[src/logic/pager_ctx_pkg.sv]
// Contract
// RQ1 - Leading three flag bits gate each part; clear flag keeps old part.
// RQ2 - Flag 0 loads current block bits 6-8, previous block bits 9-11.
// RQ3 - Flag 1 loads previous section bits 13-17; single-section software writes zero.
// RQ4 - Flag 2 with bit 18 clear requests outgoing user account update first.
// RQ5 - Flag 2 loads bits 23-35 into the user base register.
// RQ6 - Flag 2 invalidates every page table line.
// RQ7 - Context read uses write layout, flags read one, bit 18 reads zero.
// RQ8 - Monitor call replaces previous section with caller's running section.
// RQ9 - Conditions-in returns pager system status in the right half.
// RQ10 - Power-up: kernel mode, paging off, cache off, block 0 current.
// RQ11 - Page failures for non-translation causes still possible with paging off.
// RQ12 - Software sets bit 18 in first context write after start-up.
// RQ13 - Previous-context execute only in executive mode with nonzero field.
// RQ14 - Execute itself and fetch of executed instruction use current context.
// RQ15 - Accumulator-field references always use the current block.
// RQ16 - Only memory operand and index references may be redirected.
// RQ17 - Previous-context restrictions apply; section 0 caller confines to section 0.
// RQ18 - Previous mode comes from previous-user and previous-public flags.
// RQ19 - Concealed area reference fails when previous-public is set.
// RQ20 - Software clears one line for a uniquely mapped page deletion.
// RQ21 - Software clears all processors' tables when one is cleared.
// RQ22 - Field bit 9 routes effective address calculation to previous context.
// RQ23 - Field bit 10 routes memory operands to previous context.
// RQ24 - Each block selection is three bits picking one of eight blocks.
package pager_ctx_pkg;
  localparam int WORD_W      = 36;
  localparam int BLK_W       = 3;
  localparam int SEC_W       = 5;
  localparam int BASE_W      = 13;
  // Bit positions, numbered with bit 0 as the most significant
  localparam int FLAG_BLK    = 0;
  localparam int FLAG_SEC    = 1;
  localparam int FLAG_BASE   = 2;
  localparam int CUR_BLK_HI  = 6;
  localparam int PRV_BLK_HI  = 9;
  localparam int PRV_SEC_HI  = 13;
  localparam int ACCT_INH    = 18;
  localparam int BASE_HI     = 23;
  // Field of the execute word, bits 9-12
  localparam int FLD_EA      = 9;
  localparam int FLD_DATA    = 10;
  // Reset values
  localparam logic [2:0]  RST_BLK  = 3'h0;
  localparam logic [4:0]  RST_SEC  = 5'h00;
  localparam logic [12:0] RST_BASE = 13'h0000;

  // Convert documented bit number (0 = msb) into vector index
  function automatic int msb_idx(input int n);
    return WORD_W - 1 - n;
  endfunction
endpackage

[src/logic/page_line_invalidator.sv]
`timescale 1ns/1ns
// Sweeps every page table line setting its invalid bit
module page_line_invalidator #(
  parameter int LINES = 512
) (
  // Clock and reset
  input  wire logic                     i_clk,
  input  wire logic                     i_sys_rst,
  // Request
  input  wire logic                     i_start,
  input  wire logic                     i_single,
  input  wire logic [$clog2(LINES)-1:0] i_single_line,
  // Page table write port
  output logic                          o_busy,
  output logic                          o_inval_we,
  output logic [$clog2(LINES)-1:0]      o_inval_line
);
  localparam int AW = $clog2(LINES);
  logic [AW-1:0] line;
  logic          run;

  // One line per clock; a new full request restarts the sweep
  always_ff @(posedge i_clk) begin
    if (i_sys_rst) begin
      run  <= 1'b0;
      line <= '0;
    end else if (i_start) begin
      run  <= 1'b1;
      line <= '0;
    end else if (run && line == AW'(LINES - 1)) begin
      run <= 1'b0;
    end else if (run) begin
      line <= line + 1'b1;
    end
  end

  // Write strobe for the table's invalid bit
  always_ff @(posedge i_clk) begin
    if (i_sys_rst) begin
      o_inval_we   <= 1'b0;
      o_inval_line <= '0;
    end else if (run) begin
      o_inval_we   <= 1'b1; // RQ6
      o_inval_line <= line;
    end else if (i_single) begin
      o_inval_we   <= 1'b1;
      o_inval_line <= i_single_line;
    end else begin
      o_inval_we   <= 1'b0;
    end
  end

  assign o_busy = run | i_start;
endmodule

[src/logic/prev_ctx_steer.sv]
`timescale 1ns/1ns
// Decides, per reference, whether previous context is used
module prev_ctx_steer (
  // Execute state
  input  wire logic       i_previous_context_execute_active,
  input  wire logic [3:0] i_field,
  input  wire logic       i_cur_sec_zero,
  input  wire logic [4:0] i_prev_sec,
  input  wire logic       i_prev_user,
  input  wire logic       i_prev_public,
  // Reference kind
  input  wire logic       i_ref_ea,
  input  wire logic       i_ref_data,
  input  wire logic       i_ref_concealed,
  // Steering
  output logic            o_use_prev,
  output logic            o_use_user_space,
  output logic [4:0]      o_sec,
  output logic            o_fail
);
  // Field bit 9 is the vector msb, bit 10 the next
  logic ea_prev;
  logic data_prev;
  assign ea_prev   = i_field[3] & i_ref_ea;   // RQ22
  assign data_prev = i_field[2] & i_ref_data; // RQ23
  // Fetches and accumulator-field refs never arrive here as ea/data
  assign o_use_prev = i_previous_context_execute_active & (ea_prev | data_prev); // RQ16
  // Mode of the previous space from saved flags
  assign o_use_user_space = o_use_prev & i_prev_user; // RQ18
  // Section-0 caller keeps previous context in section 0
  assign o_sec  = (o_use_prev && !i_cur_sec_zero) ? i_prev_sec : 5'h00; // RQ17
  assign o_fail = o_use_prev & i_prev_public & i_ref_concealed; // RQ19
endmodule

[src/logic/pager_context_select.sv]
`timescale 1ns/1ns
// Process-context part of the pager unit
module pager_context_select #(
  parameter int LINES = 512
) (
  // Clock and reset
  input  wire logic                     i_clk,
  input  wire logic                     i_sys_rst,
  // Pager io instructions
  input  wire logic                     i_io_data_out,
  input  wire logic                     i_io_data_in,
  input  wire logic                     i_io_conditions_in,
  input  wire logic [35:0]              i_wdata,
  input  wire logic [17:0]              i_sys_status,
  output logic [35:0]                   o_rdata,
  // Monitor call and single line clear
  input  wire logic                     i_monitor_call,
  input  wire logic [4:0]               i_pc_section,
  input  wire logic                     i_clear_page_line,
  input  wire logic [$clog2(LINES)-1:0] i_clear_line,
  // Execute instruction
  input  wire logic                     i_execute_instruction,
  input  wire logic                     i_exec_done,
  input  wire logic                     i_user_mode,
  input  wire logic [3:0]               i_xct_field,
  input  wire logic                     i_prev_user,
  input  wire logic                     i_prev_public,
  input  wire logic                     i_cur_sec_zero,
  input  wire logic                     i_ref_ea,
  input  wire logic                     i_ref_data,
  input  wire logic                     i_ref_ac_field,
  input  wire logic                     i_ref_concealed,
  input  wire logic                     i_nonxlate_fault,
  input  wire logic                     i_paging_on,
  // Context outputs
  output logic [2:0]                    o_cur_blk,
  output logic [2:0]                    o_prev_blk,
  output logic [4:0]                    o_prev_sec,
  output logic [12:0]                   o_user_base,
  output logic                          o_acct_update,
  output logic [12:0]                   o_acct_old_base,
  output logic                          o_previous_context_execute_active,
  output logic                          o_ref_prev,
  output logic                          o_ref_user_space,
  output logic [4:0]                    o_ref_sec,
  output logic [2:0]                    o_ref_blk,
  output logic                          o_page_fail,
  output logic                          o_inval_busy,
  output logic                          o_inval_we,
  output logic [$clog2(LINES)-1:0]      o_inval_line
);
  logic [pager_ctx_pkg::BLK_W-1:0]  cur_blk;
  logic [pager_ctx_pkg::BLK_W-1:0]  prev_blk;
  logic [pager_ctx_pkg::SEC_W-1:0]  prev_sec;
  logic [pager_ctx_pkg::BASE_W-1:0] user_base;
  logic [3:0]                       previous_context_execute_field;
  logic                             previous_context_execute_active;
  logic                             use_prev;
  logic                             steer_fail;
  logic                             fl_blk;
  logic                             fl_sec;
  logic                             fl_base;
  logic [35:0]                      ctx_word;

  // Change flags of the incoming word
  assign fl_blk  = i_wdata[pager_ctx_pkg::msb_idx(pager_ctx_pkg::FLAG_BLK)];
  assign fl_sec  = i_wdata[pager_ctx_pkg::msb_idx(pager_ctx_pkg::FLAG_SEC)];
  assign fl_base = i_wdata[pager_ctx_pkg::msb_idx(pager_ctx_pkg::FLAG_BASE)];

  // Block selections; reset picks block 0 for the kernel
  always_ff @(posedge i_clk) begin
    if (i_sys_rst) begin
      cur_blk  <= pager_ctx_pkg::RST_BLK; // RQ10
      prev_blk <= pager_ctx_pkg::RST_BLK;
    end else if (i_io_data_out && fl_blk) begin // RQ1
      cur_blk  <= i_wdata[pager_ctx_pkg::msb_idx(pager_ctx_pkg::CUR_BLK_HI) -: 3]; // RQ2
      prev_blk <= i_wdata[pager_ctx_pkg::msb_idx(pager_ctx_pkg::PRV_BLK_HI) -: 3]; // RQ24
    end
  end

  // Previous section; a monitor call overrides a same-cycle write
  always_ff @(posedge i_clk) begin
    if (i_sys_rst) begin
      prev_sec <= pager_ctx_pkg::RST_SEC;
    end else if (i_monitor_call) begin
      prev_sec <= i_pc_section; // RQ8
    end else if (i_io_data_out && fl_sec) begin // RQ1
      prev_sec <= i_wdata[pager_ctx_pkg::msb_idx(pager_ctx_pkg::PRV_SEC_HI) -: 5]; // RQ3
    end
  end

  // User base; accounts use the old base, captured before the load
  always_ff @(posedge i_clk) begin
    if (i_sys_rst) begin
      user_base       <= pager_ctx_pkg::RST_BASE;
      o_acct_update   <= 1'b0;
      o_acct_old_base <= pager_ctx_pkg::RST_BASE;
    end else begin
      o_acct_update <= 1'b0;
      if (i_io_data_out && fl_base) begin
        o_acct_update   <= ~i_wdata[pager_ctx_pkg::msb_idx(pager_ctx_pkg::ACCT_INH)]; // RQ4
        o_acct_old_base <= user_base; // RQ4
        user_base       <= i_wdata[pager_ctx_pkg::msb_idx(pager_ctx_pkg::BASE_HI) -: 13]; // RQ5
      end
    end
  end

  // Whole-table sweep on base change, or one line on request
  page_line_invalidator #(
    .LINES(LINES)
  ) u_inval (
    .i_clk         (i_clk),
    .i_sys_rst     (i_sys_rst),
    .i_start       (i_io_data_out & fl_base), // RQ6
    .i_single      (i_clear_page_line),
    .i_single_line (i_clear_line),
    .o_busy        (o_inval_busy),
    .o_inval_we    (o_inval_we),
    .o_inval_line  (o_inval_line)
  );

  // Readback word in write layout
  always_comb begin
    ctx_word = 36'h000000000;
    ctx_word[35:33] = 3'h7; // RQ7
    ctx_word[pager_ctx_pkg::msb_idx(pager_ctx_pkg::CUR_BLK_HI) -: 3] = cur_blk;
    ctx_word[pager_ctx_pkg::msb_idx(pager_ctx_pkg::PRV_BLK_HI) -: 3] = prev_blk;
    ctx_word[pager_ctx_pkg::msb_idx(pager_ctx_pkg::PRV_SEC_HI) -: 5] = prev_sec;
    ctx_word[pager_ctx_pkg::msb_idx(pager_ctx_pkg::BASE_HI) -: 13]  = user_base;
  end

  // Read data held until the next read
  always_ff @(posedge i_clk) begin
    if (i_sys_rst) begin
      o_rdata <= 36'h000000000;
    end else if (i_io_data_in) begin
      o_rdata <= ctx_word; // RQ7
    end else if (i_io_conditions_in) begin
      o_rdata <= {18'h00000, i_sys_status}; // RQ9
    end
  end

  // Execute latches the field; user mode ignores it
  always_ff @(posedge i_clk) begin
    if (i_sys_rst) begin
      previous_context_execute_active <= 1'b0;
      previous_context_execute_field  <= 4'h0;
    end else if (i_execute_instruction) begin
      previous_context_execute_active <= ~i_user_mode && (i_xct_field != 4'h0); // RQ13
      previous_context_execute_field  <= i_user_mode ? 4'h0 : i_xct_field;     // RQ13
    end else if (i_exec_done) begin
      previous_context_execute_active <= 1'b0;
    end
  end

  prev_ctx_steer u_steer (
    .i_previous_context_execute_active    (previous_context_execute_active),
    .i_field          (previous_context_execute_field),
    .i_cur_sec_zero   (i_cur_sec_zero),
    .i_prev_sec       (prev_sec),
    .i_prev_user      (i_prev_user),
    .i_prev_public    (i_prev_public),
    .i_ref_ea         (i_ref_ea & ~i_ref_ac_field),   // RQ15
    .i_ref_data       (i_ref_data & ~i_ref_ac_field), // RQ15
    .i_ref_concealed  (i_ref_concealed),
    .o_use_prev       (use_prev),
    .o_use_user_space (o_ref_user_space),
    .o_sec            (o_ref_sec),
    .o_fail           (steer_fail)
  );

  // Index refs in previous context use previous block
  assign o_ref_blk = use_prev ? prev_blk : cur_blk; // RQ15
  // Faults not tied to translation stand even with paging off
  assign o_page_fail = steer_fail | (i_nonxlate_fault & (i_paging_on | 1'b1)); // RQ11

  assign o_cur_blk     = cur_blk;
  assign o_prev_blk    = prev_blk;
  assign o_prev_sec    = prev_sec;
  assign o_user_base   = user_base;
  assign o_previous_context_execute_active = previous_context_execute_active;
  assign o_ref_prev    = use_prev;
endmodule

[config.mk]
export PLATFORM = sky130hd
export DESIGN_NAME = pager_context_select
export DESIGN_NICKNAME = d
export VERILOG_FILES = /design/src/logic/pager_ctx_pkg.sv /design/src/logic/page_line_invalidator.sv /design/src/logic/prev_ctx_steer.sv /design/src/logic/pager_context_select.sv
export SDC_FILE = /design/constraint.sdc
export NUM_CORES = 1
export LEC_CHECK = 0
export ABC_AREA = 1
export BUFFER_PORTS_ARGS = -buffer_cell sky130_fd_sc_hd__buf_4
export CAP_MARGIN = 10
export CORE_ASPECT_RATIO = 0.7
export CORE_UTILIZATION = 26
export CTS_BUF_LIST = sky130_fd_sc_hd__clkbuf_4
export CTS_CLUSTER_SIZE = 40
export DETAILED_ROUTE_END_ITERATION = 8
export PLACE_DENSITY = 0.55
export SYNTH_ARGS = -nofsm -noshare
export SYNTH_HDL_FRONTEND = slang
export SYNTH_SLANG_ARGS = --single-unit
[constraint.sdc]
create_clock -name i_clk -period 3.25 [get_ports i_clk]
set_input_delay 0.325 -clock i_clk [delete_from_list [all_inputs] [get_ports i_clk]]
set_output_delay 0.325 -clock i_clk [all_outputs]
set_load 0.02 [all_outputs]
Word-level counts from Yosys, hierarchy flattened
Index checks and enable logic that the tools add are counted.

Flip-flop bits (word level): 95.

Add/subtract/negate cells: 1. Equality and inequality tests: 1. Muxes and demuxes: 15. Bitwise logic cells: 17. Reduce and logical (&&, ||, !) cells: 17.

Operators by type and width (number): 2-to-1 mux 36 bit (2); 2-to-1 mux 9 bit (2); 2-to-1 mux 5 bit (3); nonzero test 2 bit (5); adder 9 x 1 -> 9 bit, second input constant (1); AND 1 bit (9); equality test 9 bit, second input constant (1); logical AND 1 bit (6); 2-to-1 mux 1 bit (6); OR reduction 2 bit (3); NOT 1 bit (5); 2-to-1 mux 4 bit (1); nonzero test 4 bit (1); 2-to-1 mux 3 bit (1); bitwise OR 1 bit (3); AND reduction 2 bit (1); zero test 1 bit (1).

Depth between registers and ports, before layout
Gate-level depths: netlist (run 1).

Depth after elaboration: 8. Mapped depth: 12. Gate-level depth less buffers: 12.

By module
From an unflattened synthesis (run 1), not the netlist that was laid out.

Cells, all modules: 542. Area total of the unflattened synthesis: 3866.2 um^2.

Modules (own cells, without submodules): pager_context_select (instances 1, cells each 399, area an instance 2879.0 um^2); page_line_invalidator (instances 1, cells each 122, area an instance 899.6 um^2); prev_ctx_steer (instances 1, cells each 21, area an instance 87.6 um^2).

Least setup slack after synthesis (run 1)
No wires, ideal clock.

Path type: register to register. From: register u_inval.line[0]. To: register u_inval.line[4]. Data arrival time: 1.457 ns. Data required time: 3.134 ns. Path slack: 1.677 ns. Cell stages (with the launch flop): 11. Period minus slack after synthesis: 1.573 ns. Cells stage by stage: dfxtp_1 -> ha_1 -> nand2_1 -> nor2_1 -> nand3_1 -> nor2_1 -> ha_1 -> nor2_2 -> nand3_1 -> o21ai_0 -> nor2_1.

Cells in the longest elaborated chain, start to end: 4. Elaborated cells on any way between the ends: 5. Those cells by class: add/sub: 1; eq/ne: 1; bitwise: 1; reduce/logical: 2.

RTL lines: start, declared (line page_line_invalidator.sv:19) `logic [AW-1:0] line;`; start signal, assigned (line page_line_invalidator.sv:33) `line <= line + 1'b1;`; parallel branches: the longest is 4 deep, another holds adder 9 x 1 -> 9 bit.

Parallel ways; which one is timed is not known. A chain may end at the register's enable or synchronous reset.

Final worst setup path (run 1)
From: register previous_context_execute_field[3]. To: output o_ref_sec[2].

Cells in the longest elaborated chain, start to end: 5.

RTL lines: start, declared (line pager_context_select.sv:56) `logic [3:0] previous_context_execute_field;`; start signal, assigned (line pager_context_select.sv:150) `previous_context_execute_field <= i_user_mode ? 4'h0 : i_xct_field;`; AND 1 bit (line prev_ctx_steer.sv:24) `assign ea_prev = i_field[3] & i_ref_ea;`; bitwise OR 1 bit (line prev_ctx_steer.sv:27) `assign o_use_prev = i_previous_context_execute_active & (ea_prev | data_prev);`; AND 1 bit (line prev_ctx_steer.sv:27); logical AND 1 bit (line prev_ctx_steer.sv:31) `assign o_sec = (o_use_prev && !i_cur_sec_zero) ? i_prev_sec : 5'h00;`; 2-to-1 mux 5 bit (line prev_ctx_steer.sv:31); end, declared (line pager_context_select.sv:45) `output logic [4:0] o_ref_sec,`.

No other way between the ends.

==> impl_metrics.yaml, run 1 <==
outcome:
  status: "complete, no violations"
place:
  dpl.hpwl_microns: 8690
  pre_cts_ws_ps: 1430
  place.gp.congestion: 0.787
  io_buffer_count: 174
power:
  peakVddDrop_uv: 187
  pwr-share-clk_pct: 28.2
  p_per_area_nw_per_um2: 426
  seqPwrFrac_pct: 54.6
  p_sw_share_pct: 28.4
  power.total_uw: 2210
  internal_power_uw: 1580
  combPwrFrac_pct: 17.3
  p_sw_uw: 628
  static-leakage-power_uw: 0.00227
clock_tree:
  cts_tree: "yes"
  clk_pin_slew_ps: 140
  cts_root_buf: "clkbuf_4"
  cts-htree-levels: 3
  clock-sinks: 91
  clk_latency_ps: 420
  postCtsSetupBuffers: 0
  cts_inserted_buffers: 9
  cts_buffer_depth: 2
global_route:
  antenna_found_initial: 0
  grt_pass1_wl_microns: 17700
  grtUsageTotal_pct: 15.6
  grt_start_max_net_pins: 35
  gr-total-overflow: 0
  grt_pass1_vias: 3470
detailed_routing:
  wl_per_cell_microns: 13.8
  via_per_inst: 4.46
  ant_nets: 0
  first_iter_violations: 111
  firstDrtPassIters: 4
  drc_errors: 0
  finalWirelength_microns: 11600
  via_count: 3748
finish:
  drive_gt1_share_pct: 30.7
  final_util_pct: 38.5
  layout_common_cells: "174 x buf_4, 125 x nand2_1, 91 x dfxtp_1, 51 x o21ai_0, 42 x a21oi_1"
  diodes: 0
  mostFrequentLayoutCell: "buf_4"
  syn2layout_area_growth_pct: 41.3
  nNetsFinal: 743
die:
  placementRows: 35
  ios: 188
  die_area_sq_um: 14600
  die_x_microns: 144
  core_sq_um: 13500
  start_util_pct: 27.2
  die_height_microns: 101
timing:
  maxSlewViolCount: 0
  fmax_mhz: 499
  skew_ps: 9.25
  setup_tns_ps: 0
  holdWs_ps: 116
  finalHoldViolCount: 0
  fin_ws_ps: 1250
  post-route-period-util_pct: 61.6
  post-route-min-period_ps: 2000
  tightestPinTransition_ps: 611
  rsz0062_at_grt: "false"
  slew_headroom_pct: 59.2
  setup_viol: 0
run:
  cap_violations: 0
setup_path:
  crit_cells: 6
  start_kind: "flop"
  worstPathArrival_ps: 1680
  crit_slowest_cell: "dfxtp_1"
  crit_required_ps: 2920
  cpMostUsedCell: "nand2_1"
  criticalPathCategory: "reg -> out"
  r2r_end: "u_inval.line[4]$_SDFFE_PP0P_"
  worstRegToRegCells: 10
  worst-path-buf-inv: 1
  end_kind: "primary output"
  crit_end: "o_ref_sec[2]"
  path_cells: "nand2_1, nand2_1, nand3_2, or2_1, nor2_1, buf_4"
  crit_start: "previous_context_execute_field[3]$_SDFFE_PP0P_"
  crit_family: "simple AND/OR/NAND/NOR gates"
  reg2reg_from: "u_inval.line[0]$_SDFFE_PP0P_"
  rrSetupSlack_ps: 1410
  worst-path-max-fanout: 7
  max_stage_delay_ps: 350
logic_synthesis:
  syn_avg_cell_area_sq_um: 7.50
  ys_ff_latch: 91
  ys_warn_count: 0
  synth.distinct_cells: 27
  synth_area_sq_um: 3670
  synth_cells: 490
  yosysSeqAreaShare_pct: 49.6
hold_path:
  hold_path_class: "in -> reg"
==> synth_stat cells <==
cell	count	area share, %
a21oi_1	42	5.7
a21oi_2	1	0.24
a31oi_1	13	2.2
buf_2	11	1.5
buf_4	11	2.2
buf_6	2	0.61
clkbuf_1	5	0.51
conb_1	1	0.10
dfxtp_1	91	50
ha_1	2	0.68
inv_1	41	4.2
inv_2	3	0.31
inv_4	1	0.17
nand2_1	125	13
nand2_2	2	0.34
nand3_1	34	4.6
nand3_2	1	0.27
nand4_1	2	0.34
nor2_1	34	3.5
nor2_2	1	0.17
nor2_4	1	0.31
nor2_8	1	0.54
nor3_2	1	0.27
o21ai_0	51	6.9
o21ai_1	11	1.5
o21bai_1	1	0.20
or2_1	1	0.17
==> worst register-to-register path: stages (launching register included) <==
cell,delay [ps]
dfxtp_1,360
ha_1,250
nand2_1,80
nor2_1,60
nand3_1,70
nor2_1,40
ha_1,200
nor2_2,280
nand3_1,140
o21ai_0,190
nor2_1,50
==> final cells by class <==
| type | instances | area [sq um] |
|---|---|---|
| Clock inverter | 5 | 53.8 |
| Sequential cell | 91 | 1820 |
| Fill cell | 1454 | 8300 |
| Inverter | 45 | 171 |
| Clock buffer | 11 | 82.6 |
| Timing Repair Buffer | 175 | 1320 |
| Tap cell | 185 | 231 |
| Multi-Input combinational cell | 328 | 1510 |
==> flip-flops by register name (all words and copies together) (netlist names) <==
| signal | flops |
|---|---|
| o_acct_old_base | 13 |
| o_acct_update | 1 |
| o_cur_blk | 3 |
| o_prev_blk | 3 |
| o_prev_sec | 5 |
| o_previous_context_execute_active | 1 |
| o_rdata | 30 |
| o_user_base | 13 |
| previous_context_execute_field | 2 |
| u_inval.line | 9 |
| u_inval.o_inval_line | 9 |
| u_inval.o_inval_we | 1 |
| u_inval.run | 1 |
==> logic make-up (layout without fill, tap and decap cells) <==
group | after synthesis | after routing | synth area share, %
other cells | 1 | 4 | 0.102
flops | 91 | 91 | 49.6
buf+inv | 74 | 236 | 9.53
compound gates | 119 | 119 | 16.8
simple gates | 203 | 203 | 23.3
fa+ha+maj | 2 | 2 | 0.681
==> worst min-delay path by stage <==
stage | startpoint | endpoint | slack, ps | depth (start not counted)
after floorplan | i_wdata[17] | o_acct_update$_SDFF_PP0_ | 400 | 1
after detailed placement | o_acct_old_base[1]$_SDFFE_PP0P_ | o_acct_old_base[1]$_SDFFE_PP0P_ | 450 | 2
after CTS | i_wdata[8] | o_user_base[8]$_SDFFE_PP0P_ | 70 | 3
after global placement | o_acct_old_base[0]$_SDFFE_PP0P_ | o_acct_old_base[0]$_SDFFE_PP0P_ | 440 | 2
final | i_wdata[5] | o_user_base[5]$_SDFFE_PP0P_ | 120 | 3
after global routing | i_wdata[8] | o_user_base[8]$_SDFFE_PP0P_ | 70 | 3
==> power by group through the flow <==
stage | registers, uW | clock network [uW] | logic [uW]
global placement | 1230 | 0 | 381
finish | 1210 | 623 | 381
floorplan | 1280 | 0 | 148
detailed placement | 1230 | 0 | 384
CTS | 1210 | 663 | 386
global route | 1210 | 703 | 418
==> timing repair <==
| item | 4_1_cts | 5_1_grt |
|---|---|---|
| endpoints found under the hold margin | 1 | 0 |
| gates resized for setup | 0 | 0 |
| hold buffers | 1 | 0 |
==> per-stage QoR <==
stage,instances,cell area [sq um]
final,840,5190
after global routing,840,5190
after CTS,840,5190
after detailed placement,823,5040
after global placement,823,5040
after floorplan,493,3690
==> per-layer routing <==
| metal | wire [microns] | track usage, % |
|---|---|---|
| met1 | 5550 | 20.6 |
| met3 | 710 | 4.11 |
| met2 | 5260 | 25.6 |
| met5 | 0 | 0 |
| met4 | 74 | 3.19 |
Note: power is estimated with default switching activity, not from simulation.
==> run 2: changes to the inputs <==
==> constraint.sdc (replaced) <==
create_clock -name i_clk -period 2 [get_ports i_clk]
set_input_delay 0.2 -clock i_clk [delete_from_list [all_inputs] [get_ports i_clk]]
set_output_delay 0.2 -clock i_clk [all_outputs]
set_load 0.02 [all_outputs]
==> impl_metrics.yaml, run 2 (synthesized netlist as in run 1, its figures left out) <==
place:
  placedCellCount: 826
  dpl.hpwl_microns: 8910
  io_buffer_count: 174
  place.gp.congestion: 0.785
detailed_routing:
  via_per_inst: 4.43
  first_iter_violations: 103
  via_count: 3870
  finalWirelength_microns: 12100
  firstDrtPassIters: 5
  drc_errors: 0
  ant_nets: 0
  wl_per_cell_microns: 13.8
global_route:
  grtUsageMet1_pct: 21.2
  grt_start_max_net_pins: 30
  grtUsageTotal_pct: 16.3
  gr-max-usage-layer: "met2"
  grt_pass1_vias: 3685
  antenna_found_initial: 0
  grt_pass1_wl_microns: 18400
  gr-total-overflow: 0
  grtUsageMet3_pct: 4.21
  use_met2_pct: 27.2
hold_path:
  hold_path_class: "in -> reg"
  hp-start: "i_execute_instruction"
power:
  seqPwrFrac_pct: 53.2
  pwr-share-clk_pct: 28.2
  internal_power_uw: 2610
  power.total_uw: 3680
  p_sw_uw: 1070
  peakVddDrop_uv: 336
  p_per_area_nw_per_um2: 665
  p_sw_share_pct: 29.1
  static-leakage-power_uw: 0.00242
  combPwrFrac_pct: 18.6
clock_tree:
  cts-htree-levels: 3
  cts_inserted_buffers: 9
  postCtsSetupBuffers: 0
  cts_root_buf: "clkbuf_4"
  clk_latency_ps: 430
  cts_buffer_depth: 2
  clock-sinks: 91
  cts_tree: "yes"
  clk_pin_slew_ps: 150
timing:
  holdWs_ps: 48.0
  fmax_mhz: 513
  post-route-period-util_pct: 97.5
  finalHoldViolCount: 0
  tightestPinTransition_ps: 586
  slew_headroom_pct: 60.8
  setup_tns_ps: 0
  post-route-min-period_ps: 1950
  skew_ps: 11.4
  maxSlewViolCount: 0
  setup_viol: 0
finish:
  nNetsFinal: 777
  layout_common_cells: "177 x buf_4, 125 x nand2_1, 91 x dfxtp_1, 51 x o21ai_0, 42 x a21oi_1"
  drive_gt1_share_pct: 29.9
  mostFrequentLayoutCell: "buf_4"
  regArea_sq_um: 1820
  multiInputGateArea_sq_um: 1520
  fill_cells: 1414
  syn2layout_area_growth_pct: 50.5
  regMostFlops: "o_rdata"
  diodes: 0
  largest_reg_flops: 30
  final_cells: 874
run:
  cap_violations: 0
die:
  core_sq_um: 13500
  ios: 188
  die_height_microns: 101
  die_x_microns: 144
  placementRows: 35
  start_util_pct: 27.2
  die_area_sq_um: 14600
setup_path:
  worst-path-max-fanout: 3
  path_cells: "dlygate4sd3_1, buf_4, nor2_1, nand2_1, dlygate4sd3_1, a21oi_1, dlygate4sd3_1"
  start_kind: "primary input"
  crit_slowest_cell: "dlygate4sd3_1"
  cpMostUsedCell: "dlygate4sd3_1"
  reg2reg_from: "u_inval.line[0]$_SDFFE_PP0P_"
  worstPathArrival_ps: 2340
  max_stage_delay_ps: 560
  criticalPathCategory: "in -> reg"
  crit_start: "i_user_mode"
  crit_required_ps: 2390
  end_kind: "flop"
outcome:
  status: "complete, no violations"
## run 2: cell types whose count changed in the layout (fill, tap and decap cells not counted), sizes merged
cell	before	now
buf	174	177
clkbuf	11	10
clkinv	2	3
clkinvlp	2	1
dlygate4sd3	1	32
inv	45	46
## run 2: final cells by class
type	instances	area share (%)
Timing Repair Buffer	209	29.8
Clock inverter	6	1.18
Tap cell	185	4.19
Clock buffer	10	1.36
Inverter	45	3.10
Sequential cell	91	32.9
Multi-Input combinational cell	328	27.4
## run 2: per-layer routing
metal  routed length (microns)  share of wire [%]
met1                      5750                 48
met2                      5450                 45
met3                       806                6.7
met4                        72               0.60
met5                         0                  0
## run 2: path summary, 6_finish.rpt
check,slack (ps),endpoint,cells after the start
hold / removal,50,previous_context_execute_field[3]$_SDFFE_PP0P_,4
setup reg to reg,190,u_inval.line[4]$_SDFFE_PP0P_,10
setup / recovery,50,previous_context_execute_field[2]$_SDFFE_PP0P_,7
hold reg to reg,470,o_acct_old_base[8]$_SDFFE_PP0P_,2
## run 2: worst max-delay path, delay by kind of cell
| kind | cells | cell delay (ps) |
|---|---|---|
| AO/OA/AOI/OAI | 1 | 110 |
| buffers and inverters | 4 | 1790 |
| AND/OR/NAND/NOR | 2 | 230 |
## run 2: metrics by stage
step | cell area, sq um | worst slack, ps | util [%]
2_1_floorplan | 3690 | 427 | -
3_3_place_gp | 5070 | 274 | 37.6
3_5_place_dp | 5070 | 238 | 37.6
4_1_cts | 5520 | 71.1 | 40.9
5_1_grt | 5530 | -15.9 | 41.0
6_report | 5530 | 50.5 | 41.0
## run 2: repair_timing
item | in CTS | in global routing
hold buffers | 31 | 1
endpoints found under the hold margin | 28 | 1
endpoints found under the setup margin | 0 | 5
resized for setup | 0 | 1
## run 2: power by group through the flow
stage / logic [uW] / clock network [uW] / registers (uW)
finish: 683 / 1040 / 1960
global route: 745 / 1160 / 1970
CTS: 685 / 1100 / 1960
detailed placement: 635 / 0 / 2000
global placement: 628 / 0 / 1990
floorplan: 240 / 0 / 2070
